--- src/rtl/fpe_defs.vh ---
// constants for the flash program/erase control block
// assumes a 32-bit classic wishbone slave port, registers on word indices
`ifndef FPE_DEFS_VH
`define FPE_DEFS_VH

// ***************************************************************
// register word indices (byte address = index * 4)
// ***************************************************************
`define FPE_IDX_CTRL      16'hFE08
`define FPE_IDX_STAT      16'hFE09
`define FPE_IDX_ADDR      16'hFE0A
`define FPE_IDX_DATA      16'hFE0B
`define FPE_IDX_PROT      16'hFF7E

// ***************************************************************
// control register fields
// ***************************************************************
`define FPE_CTRL_PGM      0
`define FPE_CTRL_ERASE    1
`define FPE_CTRL_MASS     2
`define FPE_CTRL_HIGH_VOLTAGE_ENABLE     3
`define FPE_CTRL_RESET    8'h00

// ***************************************************************
// status register fields
// ***************************************************************
`define FPE_STAT_FAIL     0
`define FPE_STAT_REFUSED  1
`define FPE_STAT_STATE_LO 2

// ***************************************************************
// array geometry and protection
// ***************************************************************
`define FPE_PAGE_BYTES    64
`define FPE_ROW_BYTES     32
`define FPE_PROT_NONE     8'hFF
`define FPE_PROT_ALL      8'h00
`define FPE_ERASED_BYTE   8'hFF

// ***************************************************************
// operator timing, for reference by software and bench
// ***************************************************************
`define FPE_CLK_MHZ       250
`define FPE_T_SETUP_US    10
`define FPE_T_PGS_US      5
`define FPE_T_HOLD_US     5
`define FPE_T_BHOLD_US    100
`define FPE_T_RCV_US      1
`define FPE_T_SETUP_CYC   (`FPE_T_SETUP_US * `FPE_CLK_MHZ)
`define FPE_T_HOLD_CYC    (`FPE_T_HOLD_US * `FPE_CLK_MHZ)

`endif

--- src/rtl/fpe_ctrl.v ---
// flash program/erase sequencer with wishbone register access
// assumes the array and charge pump sit outside on the fl_* ports,
// and that prot_value_i is the array's protect byte on this clock
//
// Operation
// - erased bits read one, programmed bits read zero; zeros get programmed
// - array in 64-byte pages of two 32-byte rows
// - high voltage enable accepted only with a select and proper steps
// - pump and array high voltage follow the high voltage enable bit
// - bulk select one gives whole-array erase, zero gives page erase
// - program and erase selects never both one; such writes refused
// - pages are 64-byte aligned; vector area is one page
// - bulk erase refused when protect byte is not all ones
// - program rows are 32-byte aligned
// - writes of one program cycle stay in one row, else cycle fails
// - after program select and protect read, a data write latches the address; then steps and waits
// - unrelated bus accesses between steps do not disturb a sequence
// - protected address blocks high voltage enable
//
// The Wishbone interface to the registers is this design's own decision.
`timescale 1ns/1ps
`include "fpe_defs.vh"

module fpe_ctrl #(
    parameter AW = 18
) (
    input  wire          clk_i,
    input  wire          rst_i,
    // wishbone classic slave
    input  wire          wb_cyc_i,
    input  wire          wb_stb_i,
    input  wire          wb_we_i,
    input  wire [AW-1:0] wb_adr_i,
    input  wire [3:0]    wb_sel_i,
    input  wire [31:0]   wb_dat_i,
    output wire [31:0]   wb_dat_o,
    output wire          wb_ack_o,
    // flash array and charge pump
    input  wire [7:0]    prot_value_i,
    input  wire [7:0]    fl_rdata_i,
    output wire [15:0]   fl_addr_o,
    output wire [7:0]    fl_wdata_o,
    output wire          fl_prog_o,
    output wire          fl_erase_page_o,
    output wire          fl_erase_bulk_o,
    output wire          hv_en_o
);

    // ***************************************************************
    // sequence states
    // ***************************************************************
    localparam [4:0] ST_IDLE  = 5'b00001;
    localparam [4:0] ST_SEL   = 5'b00010;
    localparam [4:0] ST_ARMED = 5'b00100;
    localparam [4:0] ST_LATCH = 5'b01000;
    localparam [4:0] ST_HV    = 5'b10000;

    localparam ROW_LSB  = 5;

    // ***************************************************************
    // registers
    // ***************************************************************
    reg         ack_reg;
    reg  [31:0] rdat_reg;
    reg         pgm_reg;
    reg         erase_reg;
    reg         mass_reg;
    reg         high_voltage_enable_reg;
    reg  [15:0] addr_reg;
    reg  [7:0]  wdata_reg;
    reg  [15:0] lat_addr_reg;
    reg  [4:0]  state_reg;
    reg  [4:0]  state_next;
    reg         fail_reg;
    reg         refused_reg;
    reg         row_bad_reg;
    reg         prog_reg;
    reg         erase_page_reg;
    reg         erase_bulk_reg;

    // ***************************************************************
    // bus decode
    // ***************************************************************
    wire        acc;
    wire        wr;
    wire        rd;
    wire [15:0] idx;
    wire        hit_ctrl;
    wire        hit_stat;
    wire        hit_addr;
    wire        hit_data;
    wire        hit_prot;

    // access is taken once, in the cycle before ack rises
    assign acc      = wb_cyc_i && wb_stb_i && !ack_reg;
    assign wr       = acc && wb_we_i;
    assign rd       = acc && !wb_we_i;
    assign idx      = wb_adr_i[AW-1:2];
    assign hit_ctrl = (idx == `FPE_IDX_CTRL);
    assign hit_stat = (idx == `FPE_IDX_STAT);
    assign hit_addr = (idx == `FPE_IDX_ADDR);
    assign hit_data = (idx == `FPE_IDX_DATA);
    assign hit_prot = (idx == `FPE_IDX_PROT);

    wire wr_ctrl = wr && hit_ctrl && wb_sel_i[0];
    wire wr_stat = wr && hit_stat && wb_sel_i[0];
    wire wr_data = wr && hit_data && wb_sel_i[0];
    wire rd_prot = rd && hit_prot;

    // ***************************************************************
    // protection lookup on the latched target address
    // ***************************************************************
    wire any_prot;
    wire addr_prot;

    fpe_prot_chk #(
        .AW (16)
    ) u_prot (
        .prot_i      (prot_value_i),
        .addr_i      (lat_addr_reg),
        .any_prot_o  (any_prot),
        .addr_prot_o (addr_prot)
    );

    // ***************************************************************
    // control write decode
    // ***************************************************************
    wire new_pgm   = wb_dat_i[`FPE_CTRL_PGM];
    wire new_erase = wb_dat_i[`FPE_CTRL_ERASE];
    wire new_mass  = wb_dat_i[`FPE_CTRL_MASS];
    wire new_high_voltage_enable  = wb_dat_i[`FPE_CTRL_HIGH_VOLTAGE_ENABLE];

    // a write that would make both selects one keeps the old pair
    wire sel_ok    = !(new_pgm && new_erase);
    wire pgm_aft   = (wr_ctrl && sel_ok) ? new_pgm : pgm_reg;
    wire erase_aft = (wr_ctrl && sel_ok) ? new_erase : erase_reg;
    wire mass_aft  = wr_ctrl ? new_mass : mass_reg;

    // bulk erase needs the whole array open, others only the target
    wire hv_block  = (erase_aft && mass_aft) ? any_prot :
                     addr_prot;
    wire hv_allow  = (pgm_aft || erase_aft) &&
                     (state_reg == ST_LATCH) && !hv_block;
    wire hv_try    = wr_ctrl && new_high_voltage_enable && !high_voltage_enable_reg;
    wire hv_set    = hv_try && hv_allow;

    // ***************************************************************
    // array write classification
    // ***************************************************************
    wire any_sel   = pgm_reg || erase_reg;
    // one program cycle stays within the latched row
    wire same_row  = (addr_reg[15:ROW_LSB] ==
                      lat_addr_reg[15:ROW_LSB]);
    wire prog_wr   = wr_data && pgm_reg && high_voltage_enable_reg &&
                     (state_reg == ST_HV);

    // ***************************************************************
    // sequence state machine
    // ***************************************************************
    always @* begin
        state_next = state_reg;
        case (state_reg)
            ST_IDLE: begin
                if (any_sel)
                    state_next = ST_SEL;
            end
            ST_SEL: begin
                if (!any_sel)
                    state_next = ST_IDLE;
                else if (rd_prot)
                    state_next = ST_ARMED;
            end
            ST_ARMED: begin
                if (!any_sel)
                    state_next = ST_IDLE;
                else if (wr_data)
                    state_next = ST_LATCH;
            end
            ST_LATCH: begin
                if (!any_sel)
                    state_next = ST_IDLE;
                else if (high_voltage_enable_reg)
                    state_next = ST_HV;
            end
            ST_HV: begin
                // selects may drop first; the cycle ends with the pump
                if (!high_voltage_enable_reg)
                    state_next = ST_IDLE;
            end
            default: begin
                state_next = ST_IDLE;
            end
        endcase
    end

    // other bus traffic leaves the state alone
    always @(posedge clk_i) begin
        if (rst_i)
            state_reg <= ST_IDLE;
        else
            state_reg <= state_next;
    end

    // ***************************************************************
    // control register
    // ***************************************************************
    always @(posedge clk_i) begin
        if (rst_i) begin
            pgm_reg   <= 1'b0;
            erase_reg <= 1'b0;
            mass_reg  <= 1'b0;
            high_voltage_enable_reg  <= 1'b0;
        end else begin
            pgm_reg   <= pgm_aft;
            erase_reg <= erase_aft;
            mass_reg  <= mass_aft;
            if (wr_ctrl && !new_high_voltage_enable)
                high_voltage_enable_reg <= 1'b0;
            else if (hv_set)
                high_voltage_enable_reg <= 1'b1;
        end
    end

    // ***************************************************************
    // address, data and latched target
    // ***************************************************************
    always @(posedge clk_i) begin
        if (rst_i) begin
            addr_reg     <= 16'h0000;
            wdata_reg    <= `FPE_ERASED_BYTE;
            lat_addr_reg <= 16'h0000;
        end else begin
            // a latched erase page must not move under the pump
            if (wr && hit_addr && !(erase_reg && |state_reg[4:3])) begin
                if (wb_sel_i[0])
                    addr_reg[7:0] <= wb_dat_i[7:0];
                if (wb_sel_i[1])
                    addr_reg[15:8] <= wb_dat_i[15:8];
            end
            if (wr_data)
                wdata_reg <= wb_dat_i[7:0];
            // the setup write fixes the page or row of the cycle
            if (wr_data && (state_reg == ST_ARMED))
                lat_addr_reg <= addr_reg;
        end
    end

    // ***************************************************************
    // status flags; a hardware set wins over a same-cycle clear
    // ***************************************************************
    always @(posedge clk_i) begin
        if (rst_i) begin
            fail_reg    <= 1'b0;
            refused_reg <= 1'b0;
            row_bad_reg <= 1'b0;
        end else begin
            if (prog_wr && (!same_row || row_bad_reg))
                fail_reg <= 1'b1;
            else if (wr_stat && wb_dat_i[`FPE_STAT_FAIL])
                fail_reg <= 1'b0;
            if (hv_try && !hv_allow)
                refused_reg <= 1'b1;
            else if (wr_stat && wb_dat_i[`FPE_STAT_REFUSED])
                refused_reg <= 1'b0;
            // once a cycle strays, the rest of it is dead
            if (state_reg == ST_IDLE)
                row_bad_reg <= 1'b0;
            else if (prog_wr && !same_row)
                row_bad_reg <= 1'b1;
        end
    end

    // ***************************************************************
    // array strobes
    // ***************************************************************
    always @(posedge clk_i) begin
        if (rst_i) begin
            prog_reg       <= 1'b0;
            erase_page_reg <= 1'b0;
            erase_bulk_reg <= 1'b0;
        end else begin
            // one pulse per byte; zero bits are driven low in the cell
            prog_reg       <= prog_wr && same_row &&
                              !row_bad_reg;
            // page erase clears the 64-byte page of the latched address
            erase_page_reg <= high_voltage_enable_reg && erase_reg && !mass_reg &&
                              (state_reg == ST_HV);
            erase_bulk_reg <= high_voltage_enable_reg && erase_reg && mass_reg &&
                              (state_reg == ST_HV);
        end
    end

    // ***************************************************************
    // bus answer; every access acked one cycle after request
    // ***************************************************************
    reg [31:0] rdat_next;

    always @* begin
        rdat_next = 32'h0000_0000;
        if (hit_ctrl) begin
            rdat_next[`FPE_CTRL_PGM]   = pgm_reg;
            rdat_next[`FPE_CTRL_ERASE] = erase_reg;
            rdat_next[`FPE_CTRL_MASS]  = mass_reg;
            rdat_next[`FPE_CTRL_HIGH_VOLTAGE_ENABLE]  = high_voltage_enable_reg;
        end else if (hit_stat) begin
            rdat_next[`FPE_STAT_FAIL]    = fail_reg;
            rdat_next[`FPE_STAT_REFUSED] = refused_reg;
            rdat_next[`FPE_STAT_STATE_LO+4:`FPE_STAT_STATE_LO] =
                state_reg;
        end else if (hit_addr) begin
            rdat_next[15:0] = addr_reg;
        end else if (hit_data) begin
            // array read; no recovery wait enforced here
            rdat_next[7:0] = fl_rdata_i;
        end else if (hit_prot) begin
            rdat_next[7:0] = prot_value_i;
        end
    end

    always @(posedge clk_i) begin
        if (rst_i) begin
            ack_reg  <= 1'b0;
            rdat_reg <= 32'h0000_0000;
        end else begin
            ack_reg  <= acc;
            if (rd)
                rdat_reg <= rdat_next;
        end
    end

    // ***************************************************************
    // outputs
    // ***************************************************************
    assign wb_ack_o        = ack_reg;
    assign wb_dat_o        = rdat_reg;
    assign fl_addr_o       = addr_reg;
    assign fl_wdata_o      = wdata_reg;
    assign fl_prog_o       = prog_reg;
    assign fl_erase_page_o = erase_page_reg;
    assign fl_erase_bulk_o = erase_bulk_reg;
    // pump runs exactly while the enable bit is one
    assign hv_en_o         = high_voltage_enable_reg;

endmodule // fpe_ctrl

--- src/rtl/fpe_prot_chk.v ---
// protect range check for one flash address
// assumes a 16-bit address map with the array in the top quarter
`timescale 1ns/1ps
`include "fpe_defs.vh"

module fpe_prot_chk #(
    parameter AW = 16
) (
    input  wire [7:0]    prot_i,
    input  wire [AW-1:0] addr_i,
    output wire          any_prot_o,
    output wire          addr_prot_o
);

    // ***************************************************************
    // protected range runs from the start address to the top
    // ***************************************************************
    wire [AW-1:0] start_addr;

    // start = 2'b11, protect byte, six zero bits (page aligned)
    assign start_addr  = {2'b11, prot_i, 6'h00};
    assign any_prot_o  = (prot_i != `FPE_PROT_NONE);
    assign addr_prot_o = any_prot_o &&
                         ((prot_i == `FPE_PROT_ALL) ||
                          (addr_i >= start_addr));

endmodule // fpe_prot_chk

--- config.mk ---
export PLATFORM = sky130hd
export DESIGN_NAME = fpe_ctrl
export DESIGN_NICKNAME = d
export VERILOG_FILES = /design/src/rtl/fpe_ctrl.v /design/src/rtl/fpe_prot_chk.v
export VERILOG_INCLUDE_DIRS = /design/src /design/src/rtl
export SDC_FILE = /design/constraint.sdc
export NUM_CORES = 1
export LEC_CHECK = 0
export ABC_AREA = 1
export BUFFER_PORTS_ARGS = -buffer_cell sky130_fd_sc_hd__buf_2
export CAP_MARGIN = 20
export CORE_MARGIN = 3
export CORE_UTILIZATION = 50
export CTS_CLUSTER_SIZE = 10
export DETAILED_ROUTE_END_ITERATION = 7
export PLACE_DENSITY_LB_ADDON = 0.1
export SYNTH_ARGS = -nofsm -noshare
export SYNTH_HDL_FRONTEND = slang
export SYNTH_SLANG_ARGS = --single-unit
export TNS_END_PERCENT = 20
--- constraint.sdc ---
create_clock -name clk_i -period 4.2 [get_ports clk_i]
set_input_delay 0.84 -clock clk_i [delete_from_list [all_inputs] [get_ports clk_i]]
set_output_delay 0.84 -clock clk_i [all_outputs]
set_load 0.05 [all_outputs]
==> results of run 1 <==
==> power by group through the flow <==
stage,logic [mW],registers [mW],clock network (mW)
after floorplan,0.106,0.704,0
after global placement,0.140,0.704,0
after detailed placement,0.142,0.704,0
after CTS,0.143,0.688,0.474
after global routing,0.158,0.688,0.503
final,0.144,0.689,0.468
==> cell type report <==
type / instances / area share (%)
clock inverters: 4 / 0.530
multi-input cells: 372 / 43.5
inverters: 77 / 6.50
well taps: 99 / 2.76
clock buffers: 10 / 2.84
flip-flops and latches: 72 / 32.1
repair buffers: 103 / 11.7
==> cells in the mapped netlist <==
cell	count	area [sq um]
ha_1	8	100
nand2_2	3	18.8
nand2_1	108	405
nand4_2	1	12.5
nor3_4	2	32.5
nor3_1	11	55.1
o21ai_0	33	165
nor2_1	23	86.3
xnor2_1	5	43.8
a21oi_4	1	16.3
inv_2	10	37.5
xor2_1	5	43.8
inv_4	1	6.26
nor4_1	4	25.0
or4_1	1	7.51
nor2_8	1	20.0
nor2_4	3	33.8
or2_2	1	6.26
nor4_2	2	25.0
inv_1	66	248
nand2_4	2	22.5
a21oi_1	62	310
o21ai_1	5	25.0
conb_1	1	3.75
nand4_1	16	100
clkbuf_1	12	45.0
dfxtp_1	72	1440
nor2_2	5	31.3
o211ai_1	5	37.5
buf_2	3	15.0
nand3_1	43	215
a211oi_1	1	7.51
nand3_2	3	30.0
buf_4	17	128
a21oi_2	2	17.5
==> kinds of logic (layout without fill, tap and decap cells) <==
logic type      Yosys count  in the layout
xor+xnor                 10             10
simple gates            229            229
fa+ha+maj                 8              8
other cells               1             16
flops                    72             72
buf+inv                 109            194
compound gates          109            109
==> cells in the final DEF (no fill, tap or decap), types with 2 or more instances in the layout <==
cell type / Yosys / routed
nor3_4: 2 / 2
inv_1: 66 / 66
clkbuf_8: 0 / 9
buf_4: 17 / 4
xor2_1: 5 / 5
nand4_1: 16 / 16
a21oi_2: 2 / 2
dfxtp_1: 72 / 72
nor2_4: 3 / 3
inv_2: 10 / 10
nand2_1: 108 / 108
nor4_1: 4 / 4
o211ai_1: 5 / 5
buf_2: 3 / 99
nor4_2: 2 / 2
nand2_2: 3 / 3
o21ai_0: 33 / 33
nand3_2: 3 / 3
conb_1: 1 / 16
o21ai_1: 5 / 5
xnor2_1: 5 / 5
clkinv_2: 0 / 3
nor2_2: 5 / 5
nor3_1: 11 / 11
nand3_1: 43 / 43
ha_1: 8 / 8
nor2_1: 23 / 23
a21oi_1: 62 / 62
nand2_4: 2 / 2
==> critical path, stage by stage <==
cell and delay, ns:
buf_2 0.13, inv_2 0.04, nor2_2 0.13, nand3_1 0.14, nor3_4 0.19, buf_4 0.23, nand4_1 0.46, inv_1 0.30
nand2_1 0.08, a21oi_1 0.13
==> path summary, 6_finish.rpt <==
| check | start | depth (start not counted) | slack, ns | end |
|---|---|---|---|---|
| max | wb_adr_i[5] | 10 | 1.79 | fl_addr_o[12]$_SDFFE_PP0P_ |
| min | lat_addr_reg[1]$_SDFFE_PP0P_ | 2 | 0.46 | lat_addr_reg[1]$_SDFFE_PP0P_ |
| max reg2reg | wb_ack_o$_SDFF_PP0_ | 9 | 2.22 | state_reg[4]$_SDFFE_PP0P_ |
| min reg2reg | lat_addr_reg[1]$_SDFFE_PP0P_ | 2 | 0.46 | lat_addr_reg[1]$_SDFFE_PP0P_ |
==> stage by stage <==
step                      instance area (sq um)  std cells
after global placement                     4340        723
final                                      4490        737
after floorplan                            3870        553
after global routing                       4490        737
after CTS                                  4490        737
after detailed placement                   4340        723
==> per-layer routing <==
layer / global-route usage (%) / vias up / wire [um] / share of wire, %
met3: 4.10 / 18 / 631 / 5.8
met4: 8.30 / 0 / 208 / 1.9
met1: 33.8 / 1700 / 4710 / 43
met2: 42.0 / 137 / 5300 / 49
li1: - / 1927 / - / -
met5: 0 / - / 0 / 0
==> results.cfg, run 1 <==
[run_status]
status = finished, final reports clean

[sta]
rsz0062_at_grt = false
timing.fmax_mhz = 414
finalSetupTns_ns = 0
hold_violations = 0
setup_slack_ns = 1.79
period_minus_slack_ns = 2.41
timing.final.crit_share_pct = 57.5
worstMarginPinSlew_ns = 1.05
relSlewSlack_pct = 30.0
skew_ns = 0.00931
finalSetupViolations = 0
whs_ns = 0.457
maxSlewViolCount = 0

[place]
dpl_worst_slack_ns = 1.47
place_hpwl_um = 8470
io_buffers = 99
place.gp.congestion = 0.911

[critical_path]
worst_ep_arrival_time_ns = 2.69
startpoint_type = input port
cp_max_fo = 15
critPathRequiredTime_ns = 4.47
cp-end-kind = flop
path_class = in -> reg

[flow_run]
drv_cap = 0

[logic_synthesis]
synthCells = 538
ys.warnings.count = 0
yosys.area_share.adder_pct = 2.62
synth_area_per_cell_sq_um = 7.10
seq_area_frac_synth_pct = 37.7
synth_compound_area_share_pct = 15.2
ys_ff_latch = 72
netlist_area_sq_um = 3820
synth_top_family_by_area = simple AND/OR/NAND/NOR gates
synthSimpleGateAreaFrac_pct = 29.5
synthMuxAreaShare_pct = 0
synth-xor-area-share_pct = 2.29
ys_types = 35

[grt]
grt_pass1_wl_um = 17300
grt_pass1_vias = 3558
grt_max_degree = 39
antenna_found_initial = 0
overflow = 0
grt_usage_pct = 25.4

[clock_network]
cts_max_path_buffers = 2
clockRootBuffer = clkbuf_8
cts_sinks = 72
cts_setup_buffers = 0
cts_made_buffers = 9
post_cts_resize_count = 0
h-tree-depth = 3
cts.clk_slew.worst_paths_ns = 0.07
ctsHoldBuffers = 0
clk_latency_ns = 0.35
tritoncts = built

[finish]
multi_input_area_sq_um = 1950
syn2layout_area_growth_pct = 17.5
n_fill_cell = 702
antenna_cells = 0
drive_above_1_share_pct = 24.0
nets = 718
seq_area_sq_um = 1440
post-route-util_pct = 61.2

[floorplanning]
core_area_sq_um = 7330
dieArea_sq_um = 8720
dieHeight_um = 93.4
std_cell_rows = 31
chipWidth_um = 93.4
ios = 136
start_util_pct = 52.1

[routing]
ant_nets = 0
drt_wl_total_um = 10900
vias_per_cell = 5.13
dr.pass1.iters = 5
vias = 3782
drc_errors = 0
drtIter0Drc = 264
detail_route.wl_per_cell_um = 14.7

[power_and_ir_drop]
power.switching_mw = 0.370
p_int_mw = 0.930
combPwrFrac_pct = 11.0
p_clk_share_pct = 36.0
leakagePower_nw = 2.04
pwr-share-seq_pct = 53.0
ir_drop_uv = 246
total_power_mw = 1.30
powerDensity_nw_per_um2 = 290
switching_share_pct = 28.4

[min_path]
hold_path_class = reg -> reg
No activity file was read; power rests on OpenSTA's default activity.
==> run 2: changes to the inputs <==
Settings changed: CORE_UTILIZATION 50 to 45.
Clock period 4.2 ns to 2.15 ns, I/O delays scaled along.
==> run 2 against run 1 <==
Net effect:
- combinational power rose by 98%
- clock power rose to 2.8 times the previous value
- cell count rose by 2.0%
- first-iteration DRC count fell by 19%
- clock-buffer cell count fell by 1
- largest power group unchanged
- highest routed layer unchanged
==> results.cfg, run 2 (same netlist as run 1, synthesis figures left out) <==
[flow_run]
drv_cap = 0

[sta]
worstMarginPinSlew_ns = 0.614
rsz0062_at_grt = false
finalSetupTns_ns = 0
finalSetupViolations = 0
skew_ns = 0.00940
setup_slack_ns = 0.296
timing.fmax_mhz = 539
whs_ns = 0.322
hold_violations = 0
period_minus_slack_ns = 1.85
maxSlewViolCount = 0
relSlewSlack_pct = 58.7
timing.final.crit_share_pct = 86.2

[critical_path]
startpoint_type = flop
cp-end-kind = flop
cp_slowest_stage_delay_ns = 0.53
cp_slowest_cell = nor4_1
cp_common_cell = inv_1
cp_top_family = simple AND/OR/NAND/NOR gates
worst_ep_arrival_time_ns = 2.08
critPathRequiredTime_ns = 2.38
path_cells = inv_1, nor4_1, inv_1, nor2_1, a21oi_4, a21oi_1, nand2_1
critPathBufInv = 2
cp_max_fo = 5
path_class = reg -> reg

[power_and_ir_drop]
powerDensity_nw_per_um2 = 628
leakagePower_nw = 2.13
ir_drop_uv = 428
total_power_mw = 2.92

[place]
io_buffers = 99
place.gp.congestion = 0.954
place_inst = 736
dpl_worst_slack_ns = 0.106
place_hpwl_um = 8540

[clock_network]
clockRootBuffer = clkbuf_8
ctsHoldBuffers = 0
cts.clk_slew.worst_paths_ns = 0.08
cts_sinks = 72
post_cts_resize_count = 0
clk_latency_ns = 0.34
cts_max_path_buffers = 2
tritoncts = built
cts_made_buffers = 9
cts_setup_buffers = 0
h-tree-depth = 3

[routing]
dr.pass1.iters = 4
detail_route.wl_per_cell_um = 14.4
drc_errors = 0
top_layer_used = met4
ant_nets = 0
drtIter0Drc = 213
drt_wl_total_um = 10800
vias_per_cell = 5.02
vias = 3776
wl_met2_um = 4750
route.met3.wl_um = 827
wl_met1_um = 5100

[grt]
grt_pass1_vias = 3560
overflow = 0
grt_usage_pct = 22.6
grt_max_degree = 33
grt_pass1_wl_um = 17600
antenna_found_initial = 0

[floorplanning]
chipWidth_um = 98.1
core_area_sq_um = 7970
std_cell_rows = 32
start_util_pct = 47.9
dieArea_sq_um = 9630
dieHeight_um = 98.1
ios = 136

[min_path]
hold_path_class = in -> reg

[finish]
final_cell_mix = nand2_1, buf_2, dfxtp_1
nets = 728
antenna_cells = 0
syn2layout_area_growth_pct = 22.0
layout_commonest_cell = nand2_1
fin_cells = 752
drive_above_1_share_pct = 25.5

[run_status]
status = finished, final reports clean
run 2: path summary, 6_finish.rpt:
check / startpoint / endpoint / slack (ns) / cells past startpoint
max: state_reg[2]$_SDFFE_PP0P_ / state_reg[0]$_SDFFE_PP1P_ / 0.30 / 7
min: wb_dat_i[7] / fl_wdata_o[7]$_SDFFE_PP1P_ / 0.32 / 3
max reg2reg: state_reg[2]$_SDFFE_PP0P_ / state_reg[0]$_SDFFE_PP1P_ / 0.30 / 7
min reg2reg: lat_addr_reg[3]$_SDFFE_PP0P_ / lat_addr_reg[3]$_SDFFE_PP0P_ / 0.46 / 2
run 2: final cells by class:
type,instances,area (sq um)
clock buffer,9,124
clock inverter,7,118
fill,773,3310
inverter,77,292
multi-input combinational,372,1950
sequential,72,1440
tap,102,128
timing repair buffer,113,601
run 2: metal layers:
metal	vias up	track usage (%)
met4	0	7.45
met3	11	4.79
met5	-	0
li1	1950	-
met1	1680	31.3
met2	135	35.2
run 2: power breakdown:
part	leakage [nW]	internal (mW)	switching, mW	total (mW)
sequential	0.580	1.34	0.00544	1.34
combinational	1.42	0.0800	0.205	0.285
clock	0.124	0.773	0.521	1.29
run 2: worst min-delay path: stages:
cell and delay [ns]:
buf_2 0.09, nand2_1 0.05, nand3_1 0.06
run 2: through the flow:
stage / util (%) / area (sq um)
floorplan: - / 3870
global placement: 55.4 / 4420
detailed placement: 55.4 / 4420
CTS: 58.4 / 4660
global route: 58.4 / 4660
finish: 58.4 / 4660
